`config.mk`:
```
export PLATFORM = sky130hd
export DESIGN_NAME = cje_top
export DESIGN_NICKNAME = d
export VERILOG_FILES = /design/src/logic/cje_pkg.sv /design/src/logic/cje_eval_if.sv /design/src/logic/cje_cond.sv /design/src/logic/cje_target.sv /design/src/logic/cje_top.sv
export SDC_FILE = /design/constraint.sdc
export NUM_CORES = 1
export LEC_CHECK = 0
export BUFFER_PORTS_ARGS = -buffer_cell sky130_fd_sc_hd__buf_4
export CORE_MARGIN = 3
export CORE_UTILIZATION = 49
export DETAILED_ROUTE_END_ITERATION = 10
export GPL_TIMING_DRIVEN = 0
export HOLD_SLACK_MARGIN = 0.06
export PLACE_DENSITY = 0.78
export SLEW_MARGIN = 20
export SYNTH_ARGS = -nofsm -noshare
export SYNTH_HDL_FRONTEND = slang
export SYNTH_SLANG_ARGS = --single-unit
```
`constraint.sdc`:
```
create_clock -name core_clk -period 3.5 [get_ports core_clk]
set_input_delay 0.175 -clock core_clk [delete_from_list [all_inputs] [get_ports core_clk]]
set_output_delay 0.175 -clock core_clk [all_outputs]
set_load 0.02 [all_outputs]
```
`src/logic/cje_pkg.sv`:
```
`default_nettype none
package cje_pkg;
    // bus and register geometry
    localparam int          DATA_W        = 32;
    localparam int          WORD_W        = 16;
    localparam int          OFF_W         = 10;
    localparam int          DEC_W         = 5;
    localparam logic [4:0]  OFS_CTRL      = 5'h00;
    localparam logic [4:0]  OFS_INSTR     = 5'h04;
    localparam logic [4:0]  OFS_PC        = 5'h08;
    localparam logic [4:0]  OFS_SR        = 5'h0C;
    localparam logic [4:0]  OFS_STATUS    = 5'h10;
    localparam logic [4:0]  OFS_TAKEN_CNT = 5'h14;
    localparam logic [4:0]  OFS_FALL_CNT  = 5'h18;
    // control and status fields
    localparam int          CTRL_GO_BIT   = 0;
    localparam int          CTRL_CLR_BIT  = 1;
    localparam int          ST_BUSY_BIT   = 0;
    localparam int          ST_TAKEN_BIT  = 1;
    localparam int          ST_DONE_BIT   = 2;
    localparam int          ST_ILL_BIT    = 3;
    // status word flag positions
    localparam int          SR_C_BIT      = 0;
    localparam int          SR_Z_BIT      = 1;
    localparam int          SR_N_BIT      = 2;
    localparam int          SR_V_BIT      = 8;
    // jump instruction layout
    localparam logic [2:0]  JMP_OPC       = 3'h1;
    localparam logic [2:0]  COND_EQUAL    = 3'h1;
    localparam logic [2:0]  COND_CARRY    = 3'h3;
    localparam logic [2:0]  COND_SGE      = 3'h5;
    localparam logic [15:0] PC_STEP       = 16'h0002;
    // reset values
    localparam logic [15:0] RST_WORD      = 16'h0000;
    localparam logic [31:0] RST_BUS       = 32'h0000_0000;
    typedef enum logic [1:0] {CJE_IDLE, CJE_EVAL} cje_state_t;
endpackage
`default_nettype wire

```
`src/logic/cje_eval_if.sv`:
```
`timescale 1ns/1ns
`default_nettype none
interface cje_eval_if;
    logic [15:0] instr;
    logic [15:0] sr;
    logic [15:0] pc;
    logic [15:0] target;
    logic [15:0] next_seq;
    logic        take;
    logic        known;
    modport cond (input instr, input sr, output take, output known);
    modport tgt  (input instr, input pc, output target, output next_seq);
    modport core (output instr, output sr, output pc,
                  input target, input next_seq, input take, input known);
endinterface
`default_nettype wire

```
`src/logic/cje_cond.sv`:
```
`timescale 1ns/1ns
`default_nettype none
module cje_cond
(
    cje_eval_if.cond e
);
    import cje_pkg::*;

    wire       is_jump;
    wire [2:0] cond;
    wire       hit_carry;
    wire       hit_zero;
    wire       hit_sge;
    wire       cf;
    wire       zf;
    wire       nf;
    wire       vf;

    // class decode; one code serves both assembler spellings
    assign is_jump   = (e.instr[15:13] == JMP_OPC);
    assign cond      = e.instr[12:10];
    assign hit_carry = is_jump && (cond == COND_CARRY);
    assign hit_zero  = is_jump && (cond == COND_EQUAL);
    assign hit_sge   = is_jump && (cond == COND_SGE);

    // flag taps, read only: nothing here writes the status word
    assign cf = e.sr[SR_C_BIT];
    assign zf = e.sr[SR_Z_BIT];
    assign nf = e.sr[SR_N_BIT];
    assign vf = e.sr[SR_V_BIT];

    // branch decision; for carry and zero a clear flag falls through, signed >= takes on N equal to V
    assign e.take  = (hit_carry & cf)
                   | (hit_zero & zf)
                   | (hit_sge & ~(nf ^ vf));
    assign e.known = hit_carry | hit_zero | hit_sge;
endmodule
`default_nettype wire

```
`src/logic/cje_target.sv`:
```
`timescale 1ns/1ns
`default_nettype none
module cje_target
#(
    parameter int OFFSET_W = 10
)
(
    cje_eval_if.tgt e
);
    import cje_pkg::*;

    wire [15:0] off_ext;
    wire [15:0] off_dbl;

    // signed offset from the low bits, then doubled to a byte distance
    assign off_ext = {{(16 - OFFSET_W){e.instr[OFFSET_W - 1]}},
                      e.instr[OFFSET_W - 1:0]};
    assign off_dbl = {off_ext[14:0], 1'b0};

    // base is the word after the jump, so offset zero is sequential
    assign e.next_seq = e.pc + PC_STEP;
    assign e.target   = e.next_seq + off_dbl;
endmodule
`default_nettype wire

```
`src/logic/cje_top.sv`:
```
`timescale 1ns/1ns
`default_nettype none
module cje_top
#(
    parameter int CNT_W    = 16,
    parameter int OFFSET_W = 10
)
(
    input  wire logic                      core_clk,
    input  wire logic                      rst,
    input  wire logic                      hsel,
    input  wire logic [31:0]               haddr,
    input  wire logic [1:0]                htrans,
    input  wire logic                      hwrite,
    input  wire logic [2:0]                hsize,
    input  wire logic [cje_pkg::DATA_W-1:0] hwdata,
    input  wire logic                      hready,
    output var  logic [cje_pkg::DATA_W-1:0] hrdata,
    output var  logic                      hreadyout,
    output var  logic                      hresp,
    output var  logic [15:0]               pc_value,
    output var  logic                      last_taken,
    output var  logic                      busy
);
    import cje_pkg::*;

    // one bundle carries the stored words to both evaluator halves
    cje_eval_if e ();

    // condition test, purely combinational
    cje_cond u_cond
    (
        .e (e.cond)
    );

    // target and fall-through address, also combinational
    cje_target #(.OFFSET_W(OFFSET_W)) u_target
    (
        .e (e.tgt)
    );

    // architectural words, result flags and outcome counters
    cje_state_t           state_r;
    cje_state_t           state_nxt;
    logic [15:0]          instr_r;
    logic [15:0]          pc_r;
    logic [15:0]          pc_nxt;
    logic [15:0]          sr_r;
    logic                 taken_r;
    logic                 done_r;
    logic                 ill_r;
    logic                 busy_r;
    logic [CNT_W-1:0]     tcnt_r;
    logic [CNT_W-1:0]     fcnt_r;
    // bus side bookkeeping
    logic [DATA_W-1:0]    hrdata_r;
    logic                 hreadyout_r;
    logic                 wr_pend_r;
    logic                 rd_pend_r;
    logic [DEC_W-1:0]     addr_r;

    // register decode, shared by the read mux and the write strobes
    function automatic logic hit(input logic [DEC_W-1:0] a,
                                 input logic [DEC_W-1:0] ofs);
        hit = (a == ofs);
    endfunction

    // decode, strobe and selection nets
    wire                  phase_ok;
    wire                  wr_take;
    wire                  rd_take;
    wire                  wr_ctrl;
    wire                  wr_instr;
    wire                  wr_pc;
    wire                  wr_sr;
    wire                  wr_status;
    wire                  go;
    wire                  clr_stats;
    wire                  clr_done;
    wire                  eval_now;
    wire                  commit_take;
    wire                  commit_fall;
    wire [DATA_W-1:0]     status_word;
    wire [DATA_W-1:0]     rd_mux;
    wire                  word_aligned;
    // read views of each register, widened to the bus word
    wire [DATA_W-1:0]     rd_instr;
    wire [DATA_W-1:0]     rd_pc;
    wire [DATA_W-1:0]     rd_sr;
    wire [DATA_W-1:0]     rd_tcnt;
    wire [DATA_W-1:0]     rd_fcnt;

    // address phase accepted when selected, active and the bus is ready
    assign phase_ok     = hsel && htrans[1] && hready;
    assign word_aligned = (haddr[1:0] == 2'h0);
    assign wr_take      = phase_ok && hwrite && word_aligned;
    assign rd_take      = phase_ok && !hwrite;

    // write strobes in the data phase, decoded from the held address
    assign wr_ctrl   = wr_pend_r && hit(addr_r, OFS_CTRL);
    assign wr_instr  = wr_pend_r && hit(addr_r, OFS_INSTR);
    assign wr_pc     = wr_pend_r && hit(addr_r, OFS_PC);
    assign wr_sr     = wr_pend_r && hit(addr_r, OFS_SR);
    assign wr_status = wr_pend_r && hit(addr_r, OFS_STATUS);

    // self-clearing control bits; go is ignored while an evaluation runs
    assign go        = wr_ctrl && hwdata[CTRL_GO_BIT] && (state_r == CJE_IDLE);
    assign clr_stats = wr_ctrl && hwdata[CTRL_CLR_BIT];
    assign clr_done  = wr_status && hwdata[ST_DONE_BIT];

    // evaluation cycle outcome
    assign eval_now    = (state_r == CJE_EVAL);
    assign commit_take = eval_now && e.known && e.take;
    assign commit_fall = eval_now && e.known && !e.take;

    // evaluator sees the stored words only
    assign e.instr = instr_r;
    assign e.sr    = sr_r;
    assign e.pc    = pc_r;

    // upper bits read zero, so software may mask nothing
    assign rd_instr = {16'h0000, instr_r};
    assign rd_pc    = {16'h0000, pc_r};
    assign rd_sr    = {16'h0000, sr_r};
    assign rd_tcnt  = {{(DATA_W - CNT_W){1'b0}}, tcnt_r};
    assign rd_fcnt  = {{(DATA_W - CNT_W){1'b0}}, fcnt_r};

    // status word and read selection; unmapped offsets read zero
    assign status_word = {{(DATA_W - 4){1'b0}}, ill_r, done_r, taken_r,
                          busy_r};
    assign rd_mux = hit(addr_r, OFS_CTRL)      ? RST_BUS
                  : hit(addr_r, OFS_INSTR)     ? rd_instr
                  : hit(addr_r, OFS_PC)        ? rd_pc
                  : hit(addr_r, OFS_SR)        ? rd_sr
                  : hit(addr_r, OFS_STATUS)    ? status_word
                  : hit(addr_r, OFS_TAKEN_CNT) ? rd_tcnt
                  : hit(addr_r, OFS_FALL_CNT)  ? rd_fcnt
                  : RST_BUS;

    // sequencer: one idle-to-eval hop per go
    always_comb
    begin
        state_nxt = state_r;
        case (state_r)
            CJE_IDLE:
            begin
                if (go)
                    state_nxt = CJE_EVAL;
            end
            CJE_EVAL:
            begin
                state_nxt = CJE_IDLE;
            end
            default:
            begin
                state_nxt = CJE_IDLE;
            end
        endcase
    end

    // counter update; the evaluation wins over a software write
    assign pc_nxt = commit_take ? e.target
                  : commit_fall ? e.next_seq
                  : wr_pc       ? hwdata[15:0]
                  : pc_r;

    // sequencer state
    always_ff @(posedge core_clk or posedge rst)
    begin
        if (rst)
            state_r <= CJE_IDLE;
        else
            state_r <= state_nxt;
    end

    // counter register; takes both outcomes of an evaluation
    always_ff @(posedge core_clk or posedge rst)
    begin
        if (rst)
            pc_r <= RST_WORD;
        else
            pc_r <= pc_nxt;
    end

    // instruction word, software only
    always_ff @(posedge core_clk or posedge rst)
    begin
        if (rst)
            instr_r <= RST_WORD;
        else if (wr_instr)
            instr_r <= hwdata[15:0];
    end

    // status word: only software writes it, evaluation never does
    always_ff @(posedge core_clk or posedge rst)
    begin
        if (rst)
            sr_r <= RST_WORD;
        else if (wr_sr)
            sr_r <= hwdata[15:0];
    end

    // result flags of the last evaluation
    always_ff @(posedge core_clk or posedge rst)
    begin
        if (rst)
            taken_r <= 1'b0;
        else if (eval_now)
            taken_r <= commit_take;
    end

    // an unhandled word is flagged rather than trapped
    always_ff @(posedge core_clk or posedge rst)
    begin
        if (rst)
            ill_r <= 1'b0;
        else if (eval_now)
            ill_r <= !e.known;
    end

    // done is sticky; a completion in the clearing cycle survives
    always_ff @(posedge core_clk or posedge rst)
    begin
        if (rst)
            done_r <= 1'b0;
        else if (eval_now)
            done_r <= 1'b1;
        else if (clr_done)
            done_r <= 1'b0;
    end

    // busy comes from the next state, so it marks the eval cycle itself
    always_ff @(posedge core_clk or posedge rst)
    begin
        if (rst)
            busy_r <= 1'b0;
        else
            busy_r <= (state_nxt == CJE_EVAL);
    end

    // outcome counters; they wrap, and a count beats a clear
    always_ff @(posedge core_clk or posedge rst)
    begin
        if (rst)
            tcnt_r <= '0;
        else if (commit_take)
            tcnt_r <= tcnt_r + 1'b1;
        else if (clr_stats)
            tcnt_r <= '0;
    end

    // fall-through count mirrors the taken count
    always_ff @(posedge core_clk or posedge rst)
    begin
        if (rst)
            fcnt_r <= '0;
        else if (commit_fall)
            fcnt_r <= fcnt_r + 1'b1;
        else if (clr_stats)
            fcnt_r <= '0;
    end

    // bus phase tracking; misaligned writes are dropped silently
    always_ff @(posedge core_clk or posedge rst)
    begin
        if (rst)
            wr_pend_r <= 1'b0;
        else if (hreadyout_r)
            wr_pend_r <= wr_take;
        else
            wr_pend_r <= 1'b0;
    end

    // a read in its wait state never opens a second data phase
    always_ff @(posedge core_clk or posedge rst)
    begin
        if (rst)
            rd_pend_r <= 1'b0;
        else if (hreadyout_r)
            rd_pend_r <= rd_take;
        else
            rd_pend_r <= 1'b0;
    end

    // address held for the data phase; idle cycles keep the old one
    always_ff @(posedge core_clk or posedge rst)
    begin
        if (rst)
            addr_r <= '0;
        else if (hreadyout_r && phase_ok)
            addr_r <= haddr[DEC_W-1:0];
    end

    // reads take one wait state, so a preceding write is already stored
    always_ff @(posedge core_clk or posedge rst)
    begin
        if (rst)
            hreadyout_r <= 1'b1;
        else if (rd_take && hreadyout_r)
            hreadyout_r <= 1'b0;
        else
            hreadyout_r <= 1'b1;
    end

    // read data loads in the wait state and then holds
    always_ff @(posedge core_clk or posedge rst)
    begin
        if (rst)
            hrdata_r <= RST_BUS;
        else if (rd_pend_r)
            hrdata_r <= rd_mux;
    end

    // outputs straight from flops; response is always okay
    always_ff @(posedge core_clk or posedge rst)
    begin
        if (rst)
            hresp <= 1'b0;
        else
            hresp <= 1'b0;
    end

    // port aliases of the output flops
    assign hrdata     = hrdata_r;
    assign hreadyout  = hreadyout_r;
    assign pc_value   = pc_r;
    assign last_taken = taken_r;
    assign busy       = busy_r;
endmodule
`default_nettype wire

```
==> impl_results.md, run 1 <==
* Pin count of the biggest net entering global routing at 62
* Clock tree buffer depth at 2
* Final Hold Viols at 0
* Synth-to-layout area growth at 17.5%
* Min-Delay Path Class: in2reg
* Top post-synthesis cells by count: dfrtp_1, nand2_1, o21ai_0, nor2_1, mux2_2
* Setup_tns at 0 ns
* Filler Cells Inserted at 1,107
* Worst path cell trace: and4_1, nor2b_1, and3_1, xor2_1, ha_1, a21oi_1, o21bai_1, a221o_1, a31oi_1, xor2_1, o21ai_1
* RSZ-0062 raised after global routing: no
* Clk sink count at 110
* Count of flip-flops with a built-in enable after synthesis at 0
* Via density at 5.96
* Detailed Routing Iterations Pass 1 at 5
* Placed cells at 919
* Synth Warn # at 0
* Ant. Diodes at 0
* Final Max Slew Viols at 0
* Switching Share at 32.9%
* Clock skew at 0.00899 ns
* Hold path endpoint: addr_r[0]
* Max incr delay on CP at 0.51 ns
* DRT iter0 DRCs at 463
* Root buf cell: clkbuf_16
* Power Total at 3.38 mW
* Fin Hold WS at 0.0718 ns
* Share of the synthesized area in the top cell type at 42.4%
* First-pass GRT wire length at 28.6 mm
* Int Pwr at 2.27 mW
* CTS buffer count at 9
* Drt drc at 0
* Row cnt at 41
* Register area share after synthesis at 42.8%
* Power per standard cell area at 447 nW/µm²
* Post-DP Area at 7200 µm²
* CTS tree: built
* Fin area at 7560 µm²
* Primary FF master, synth: dfrtp_1
* Post-Syn Area at 6430 µm²
* Vias in the first global route at 5,434
* # IOs at 126
* Critical Path AT at 3.53 ns
* Reg2Reg Depth at 11
* Cell count after synthesis at 668
* Slowest stage cell, crit path: dfrtp_1
* Ranking of synthesized cells by area: dfrtp_1, mux2_2, o21ai_0
* Routability-driven placement congestion ratio at 0.921
* Crit-path most repeated cell: xor2_1
* Initial antenna violation count at 0
* Syn avg cell area at 9.63 µm²
* Critical path class: reg2reg
* Period utilization at 94.3%
* Clock slew at reported path FFs at 0.08 ns
* Status: complete, no violations
* Max-Cap Viols at 0
* Max Fanout on Critical Path at 7
* Die height at 121 µm
* Ys async rst share at 100%
* Hold Crit Depth at 2
* Top-count cell post-synth: dfrtp_1
* Peak VDD IR at 0.000315 V
* GR Util All Layers at 25.4%
* Worst setup EP type: flop
* Critical R2R Capture: pc_value[13]
* H-tree depth at 3
* Relative slew slack at 58.1%
* Synth Register Bits at 110
* Worst setup SP type: flop
* Die Area at 14,500 µm²
* Final WL at 18.3 mm
* Starting Density at 50.6%
* Share of cells above drive strength 1 at 21.7%
* Final global-route overflow total at 0
* Routed vias at 5,613
* NetSw at 1.11 mW
* Worst r2r src: pc_value[2]
* Setup bufs post-CTS at 0
* Post-Layout Cell Count at 942
* Placeable Area at 12,700 µm²
* Clk network pwr share at 29.8%
* Comb power frac at 25.6%
* Remaining antenna violation count after routing at 0
* Worst-Skew Late Latency at 0.36 ns
* Sequential share of power at 44.6%
* CP Data Required Time at 3.73 ns
* # nets final at 860
* Setup violations, final at 0
* Input/output buffers at 61
* Least-Margin Pin Slew at 0.629 ns
* R2r setup slk at 0.20 ns
* Area leader, netlist: dfrtp_1
* DP Wirelength at 13.9 mm
* Static Leak at 3.39 nW
* Period minus WS final at 3.30 ns
* Max Clk Rate at 303 MHz
* Die width at 121 µm
* Distinct cells, synth at 64
* WL/cell at 19.4 µm
* Hold_sp: haddr[0]
[power groups by stage]
| stage | Clock (mW) | Sequential [mW] | Combinational, mW |
|---|---|---|---|
| floorplan | 0 | 1.55 | 0.528 |
| global placement | 0 | 1.52 | 0.814 |
| detailed placement | 0 | 1.52 | 0.843 |
| CTS | 1.02 | 1.50 | 0.854 |
| global route | 1.07 | 1.52 | 0.931 |
| finish | 1.01 | 1.51 | 0.863 |
[worst max path at each step]
stage | start | endpoint | slack, ns | cells past startpoint
5_1_grt | pc_value[1] | pc_value[13] | 0.05 | 11
4_1_cts | pc_value[3] | pc_value[13] | 0.20 | 11
2_1_floorplan | rst | addr_r[0] | 0.42 | 1
3_3_place_gp | rst | pc_value[12] | -0.78 | 2
3_5_place_dp | pc_value[3] | pc_value[13] | 0.24 | 11
6_report | pc_value[2] | pc_value[13] | 0.20 | 11
[metrics by stage]
stage                     setup WS [ns]  utilization, %
after floorplan                   0.424               -
after global placement           -0.782            56.4
after detailed placement          0.243            56.6
after CTS                         0.205            59.4
after global routing             0.0526            59.4
final                             0.198            59.4
[critical path: cells and delay by family (launching register included)]
| family | cells | cell delay (ns) |
|---|---|---|
| simple gates | 3 | 0.84 |
| flops | 1 | 0.51 |
| fa+ha+maj | 1 | 0.34 |
| xor+xnor | 2 | 0.43 |
| compound gates | 5 | 1.04 |
[kinds of logic (layout without fill, tap and decap cells)]
logic type	Yosys count	count (layout)	synth area share, %
buffers and inverters	64	149	5.21
adders and majority gates	21	21	4.20
and+or+nand+nor	205	205	16.0
other	1	18	0.0583
xor gates and xnor gates	27	27	3.67
DFF	110	110	42.8
muxes	47	47	8.05
AOI/OAI and AO/OA	193	193	20.0
[area by class of cell]
cell class              instances  area, µm²  area share, %
clock buffers                  11        243           3.21
repair buffers                 69        556           7.35
multi-input cells             511       3410           45.1
flip-flops and latches        110       2760           36.4
clock inverters                 5       42.5          0.563
inverters                      17       68.8          0.910
well taps                     172        215           2.85
plain buffers                  47        272           3.59
[state kept, by name, summed over array words and instances, names as in the netlist, 2 cells and up]
name,count
tcnt_r,16
fcnt_r,16
e.sr,16
addr_r,5
e.instr,16
state_r,2
pc_value,16
hrdata,16
[metal layers]
layer | wire, µm | part of all wire [%] | global-route usage [%] | up-vias
li1 | - | - | - | 2612
met1 | 7740 | 42 | 34.5 | 2737
met2 | 8730 | 48 | 41.6 | 233
met3 | 1360 | 7.4 | 3.18 | 31
met4 | 487 | 2.7 | 10.4 | 0
met5 | 0 | 0 | 0 | -
[cell usage in the layout, fill, tap and decap left out, types with 9 or more instances in the layout]
cell and n:
dfrtp_1 108, buf_4 79, nand2_1 69, o21ai_0 55, nor2_1 43, mux2_2 38, a21oi_1 33, a22oi_1 30
nand3_1 27, and3_1 20, ha_1 20, conb_1 18, inv_1 16, buf_2 14, xnor2_1 14, a221o_1 14
xor2_1 13, clkbuf_1 13, o31ai_1 10, mux2i_1 9, clkbuf_16 9
[what timing repair did]
action / CTS / global route
setup endpoints to repair: 0 / 1
gates resized for setup: 0 / 1
hold endpoints to repair: 55 / 0
hold buffers: 7 / 0
(Power assumes the default switching activity.)
==> run 2, diff against run 1 <==
--- a/config.mk
+++ b/config.mk
@@ -6,12 +6,12 @@
 export NUM_CORES = 1
 export LEC_CHECK = 0
 export BUFFER_PORTS_ARGS = -buffer_cell sky130_fd_sc_hd__buf_4
-export CORE_MARGIN = 3
 export CORE_UTILIZATION = 49
+export CTS_CLUSTER_DIAMETER = 80
 export DETAILED_ROUTE_END_ITERATION = 10
 export GPL_TIMING_DRIVEN = 0
 export HOLD_SLACK_MARGIN = 0.06
-export PLACE_DENSITY = 0.78
+export PLACE_DENSITY = 0.72
 export SLEW_MARGIN = 20
 export SYNTH_ARGS = -nofsm -noshare
 export SYNTH_HDL_FRONTEND = slang
==> run 2 against run 1 <==
Compared with the run above: sequential share of layout area is 0.27 points lower; clock skew fell by 0.0011 ns; register-to-register slack gained 0.03 ns; sequential cell count did not move; critical path depth did not move; combinational power about the same; non-clock buffer count increased by 1; routed wire length up 1.2%; sequential power hardly changed; fmax up 0.78%; worst setup slack improved by 0.025 ns; highest routed layer unchanged.
==> impl_results.md, run 2 (same netlist as run 1, synthesis figures left out) <==
* Final WL at 18.5 mm
* Period minus WS final at 3.28 ns
* Final Max Slew Viols at 0
* Most common cell after layout, fill and taps aside: dfrtp_1
* Detailed Routing Iterations Pass 1 at 5
* Die width at 117 µm
* Ant. Diodes at 0
* Via density at 6.02
* Detail Route met3 WL at 1.27 mm
* Clock tree buffer depth at 2
* Clk sink count at 110
* # nets final at 861
* Final global-route overflow total at 0
* DP Wirelength at 14.2 mm
* Routability-driven placement congestion ratio at 0.900
* Power Total at 3.49 mW
* Power per standard cell area at 458 nW/µm²
* Period utilization at 93.6%
* Status: complete, no violations
* Final Hold Viols at 0
* Critical path class: reg2reg
* Crit. Startpoint: pc_value[3]
* Die Area at 13,600 µm²
* Comb power frac at 24.8%
* Initial antenna violation count at 0
* Hold_sp: hwdata[12]
* GR Util All Layers at 29.0%
* Input/output buffers at 61
* Fin Hold WS at 0.0828 ns
* Row cnt at 41
* Sequential share of power at 43.2%
* Least-Margin Pin Slew at 0.703 ns
* CTS buffer count at 9
* Post-DP Area at 7200 µm²
* Clock skew at 0.00793 ns
* Synth-to-layout area growth at 18.3%
* Max layer used: met4
* Vias in the first global route at 5,356
* Int Pwr at 2.35 mW
* NetSw at 1.14 mW
* Starting Density at 50.6%
* Max Clk Rate at 305 MHz
* Worst r2r src: pc_value[3]
* WL/cell at 19.6 µm
* Critical Path AT at 3.50 ns
* Min-Delay Path Class: in2reg
* Die height at 117 µm
* Met2 wire len at 9.01 mm
* Fin area at 7610 µm²
* H-tree depth at 3
* Root buf cell: clkbuf_16
* Max Fanout on Critical Path at 8
* First-pass GRT wire length at 29.0 mm
* Clk network pwr share at 32.0%
* Max-Cap Viols at 0
* Clock slew at reported path FFs at 0.08 ns
* Share of cells above drive strength 1 at 21.9%
* DRT met1 WL at 7.96 mm
* Static Leak at 3.41 nW
* # IOs at 126
* Routed vias at 5,677
* CTS tree: built
* Worst setup SP type: flop
* Most frequent cells in the layout: dfrtp_1, buf_4, nand2_1
* Worst setup EP type: flop
* Remaining antenna violation count after routing at 0
* Peak VDD IR at 0.000354 V
* Placeable Area at 12,700 µm²
* Setup violations, final at 0
* Relative slew slack at 53.0%
* CP Data Required Time at 3.73 ns
* RSZ-0062 raised after global routing: no
* Drt drc at 0
* Worst-Skew Late Latency at 0.36 ns
* Filler Cells Inserted at 1,131
* Pin count of the biggest net entering global routing at 59
* Switching Share at 32.6%
* DRT iter0 DRCs at 361
## run 2: cell count changes in the layout (fill, tap and decap cells not counted), sizes merged
cell,before,now
bufinv,0,1
clkbuf,25,24
dlygate4sd3,7,8
clkinvlp,1,0
inv,19,20
## run 2: critical path, cell delays in order, from the launching register on
cell      delay, ns
dfrtp_1        0.54
and4_1         0.32
nor2b_1        0.31
and3_1         0.22
xor2_1         0.22
ha_1           0.36
a21oi_2        0.25
o21bai_1       0.10
a221o_1        0.35
a31oi_1        0.18
xor2_1         0.23
o21ai_1        0.09
## run 2: power by group through the flow
stage / clock, mW / combinational (mW) / sequential, mW
floorplan: 0 / 0.528 / 1.55
global route: 1.19 / 0.947 / 1.52
detailed placement: 0 / 0.843 / 1.53
global placement: 0 / 0.812 / 1.52
finish: 1.12 / 0.865 / 1.51
CTS: 1.13 / 0.854 / 1.50
## run 2: per-stage QoR
step / worst slack [ns] / instances / utilization (%) / setup TNS [ns]
global route: 0.0129 / 943 / 59.8 / 0
CTS: 0.214 / 943 / 59.8 / 0
global placement: -0.798 / 918 / 56.4 / -86.20
floorplan: 0.424 / 685 / - / 0
detailed placement: 0.239 / 919 / 56.6 / 0
finish: 0.223 / 943 / 59.8 / 0
## run 2: worst paths after layout
| path | cells after the start | endpoint | slack [ns] |
|---|---|---|---|
| min reg2reg | 1 | state_r[0] | 0.48 |
| min in group asynchronous | 3 | addr_r[3] | 0.41 |
| min | 2 | e.sr[12] | 0.08 |
| max | 11 | pc_value[13] | 0.22 |
| max in group asynchronous | 4 | hreadyout | 2.43 |
| max reg2reg | 11 | pc_value[13] | 0.22 |
## run 2: timing repair
action	4_1_cts	5_1_grt
setup endpoints to repair	0	2
buffers inserted	0	0
resized for setup	0	2
endpoints found under the hold margin	60	0
hold buffers	8	0
## run 2: cell type report
class                   instances  area (µm²)  share of cell area, %
flip-flops and latches        110        2750                   36.2
multi-input cells             511        3420                   44.9
inverters                      17        68.8                  0.904
plain buffers                  47         272                   3.57
well taps                     172         215                   2.83
clock inverters                 6        83.8                   1.10
repair buffers                 70         566                   7.43
clock buffers                  10         239                   3.14
## run 2: routing by layer
metal	global-route usage [%]	up-vias
met5	0	-
met4	7.93	0
met3	6.02	21
met2	47.3	235
met1	39.3	2820
li1	-	2601
==> run 3, diff against run 2 <==
--- a/config.mk
+++ b/config.mk
@@ -6,12 +6,12 @@
 export NUM_CORES = 1
 export LEC_CHECK = 0
 export BUFFER_PORTS_ARGS = -buffer_cell sky130_fd_sc_hd__buf_4
-export CORE_UTILIZATION = 49
+export CORE_UTILIZATION = 56
 export CTS_CLUSTER_DIAMETER = 80
 export DETAILED_ROUTE_END_ITERATION = 10
 export GPL_TIMING_DRIVEN = 0
 export HOLD_SLACK_MARGIN = 0.06
-export PLACE_DENSITY = 0.72
+export PLACE_DENSITY = 0.81
 export SLEW_MARGIN = 20
 export SYNTH_ARGS = -nofsm -noshare
 export SYNTH_HDL_FRONTEND = slang
==> run 3 against run 2 <==
Compared with the run above: global-route usage is 4.1 points higher; critical path type unchanged; hold slack worse by 0.0057 ns; sequential cell count stayed put; register-to-register slack worse by 0.03 ns; combinational power is 0.7% lower; sequential share of layout area is 0.13 points higher.
==> impl_results.md, run 3 (same netlist as run 1, synthesis figures left out) <==
* Placed cells at 887
* Least-Margin Pin Slew at 0.572 ns
* Ant. Diodes at 0
* Max-Cap Viols at 0
* Post-Layout Cell Count at 911
* DP Wirelength at 13.8 mm
* GR Util All Layers at 33.1%
* CTS tree: built
* # nets final at 861
* Via density at 6.30
* Root buf cell: clkbuf_16
* Vias in the first global route at 5,493
* Max Fanout on Critical Path at 8
* Row cnt at 38
* Final Hold Viols at 0
* # IOs at 126
* First-pass GRT wire length at 29.3 mm
* Max incr delay on CP at 0.54 ns
* Worst setup SP type: flop
* Relative slew slack at 61.9%
* H-tree depth at 3
* Worst setup EP type: flop
* Share of cells above drive strength 1 at 21.7%
* Slowest stage cell, crit path: dfrtp_1
* Pin count of the biggest net entering global routing at 75
* Most common cell after layout, fill and taps aside: dfrtp_1
* Initial antenna violation count at 0
* Power per standard cell area at 466 nW/µm²
* Final Max Slew Viols at 0
* Placeable Area at 11,000 µm²
* Final global-route overflow total at 0
* Clock tree buffer depth at 2
* Setup violations, final at 0
* Starting Density at 58.3%
* RSZ-0062 raised after global routing: no
* Static Leak at 3.42 nW
* Clock slew at reported path FFs at 0.07 ns
* Fin Hold WS at 0.0770 ns
* Setup bufs post-CTS at 0
* Period minus WS final at 3.30 ns
* Most frequent cells in the layout: dfrtp_1, buf_4, nand2_1
* Synth-to-layout area growth at 17.9%
* Critical path class: reg2reg
* CP Data Required Time at 3.73 ns
* Clock skew at 0.00675 ns
* # hold bufs at CTS at 8
* Status: complete, no violations
* Max Clk Rate at 303 MHz
* Peak VDD IR at 0.000399 V
* CP bufs+invs at 0
* Critical Path AT at 3.53 ns
* Worst path cell trace: and4_1, nor2b_1, and3_1, xor2_1, ha_1, a21oi_1, o21bai_1, a221o_1, a31oi_1, xor2_1, o21ai_1
* Final WL at 18.5 mm
* CTS buffer count at 9
* DRT iter0 DRCs at 577
* Crit-path most repeated cell: xor2_1
* Crit path max-delay family: compound AO/OA/AOI/OAI gates
* Clk sink count at 110
* Detailed Routing Iterations Pass 1 at 5
* Drt drc at 0
* Min-Delay Path Class: in2reg
* Routed vias at 5,740
* Routability-driven placement congestion ratio at 0.924
* Remaining antenna violation count after routing at 0
* WL/cell at 20.3 µm
* Die Area at 11,900 µm²
* Layout Utilization at 68.8%
* Worst-Skew Late Latency at 0.36 ns
* Resized cells post-CTS at 0
* Die height at 109 µm
* Setup_tns at 0 ns
* Input/output buffers at 61
* Die width at 109 µm
* Period utilization at 94.4%
[run 3: changes by cell type in the layout (fill, tap and decap cells not counted), sizes merged]
cell / change
bufinv: +1
clkbuf: -1
clkinv: +1
inv: -1
[run 3: final cells by class]
cell class | count | area [µm²]
clock buffers | 9 | 225
well taps | 140 | 175
clock inverters | 7 | 118
multi-input cells | 511 | 3410
flip-flops and latches | 110 | 2750
repair buffers | 70 | 566
fillers | 850 | 3440
plain buffers | 47 | 272
inverters | 17 | 68.8
[run 3: final timing paths]
kind / from / endpoint / slack, ns / depth (start not counted)
setup / recovery: pc_value[3] / pc_value[13] / 0.20 / 11
hold / removal: hwdata[15] / e.sr[15] / 0.08 / 2
setup reg to reg: pc_value[3] / pc_value[13] / 0.20 / 11
hold reg to reg: done_r / done_r / 0.49 / 2
max in group asynchronous: rst / e.instr[13] / 2.47 / 4
min in group asynchronous: rst / addr_r[0] / 0.35 / 3
[run 3: layer usage]
| layer | share of wire, % | vias to the layer above | GRT usage, % | wire (µm) |
|---|---|---|---|---|
| met5 | 0 | - | 0 | 0 |
| met3 | 9.8 | 36 | 6.81 | 1810 |
| li1 | - | 2616 | - | - |
| met4 | 2.2 | 0 | 11.2 | 411 |
| met1 | 40 | 2794 | 44.6 | 7480 |
| met2 | 48 | 294 | 53.3 | 8830 |
[run 3: stage by stage]
step                setup slack [ns]  cell area, µm²  power (mW)
floorplan                      0.424            6500        2.08
global placement              -0.771            7130        2.33
detailed placement             0.294            7160        2.36
CTS                            0.276            7590        3.53
global route                  0.0362            7590        3.68
finish                         0.195            7590        3.54
[run 3: power by group]
group	switching, mW	leakage [nW]	internal [mW]
clock network	0.524	0.167	0.647
logic	0.481	2.05	0.379
registers	0.130	1.21	1.38
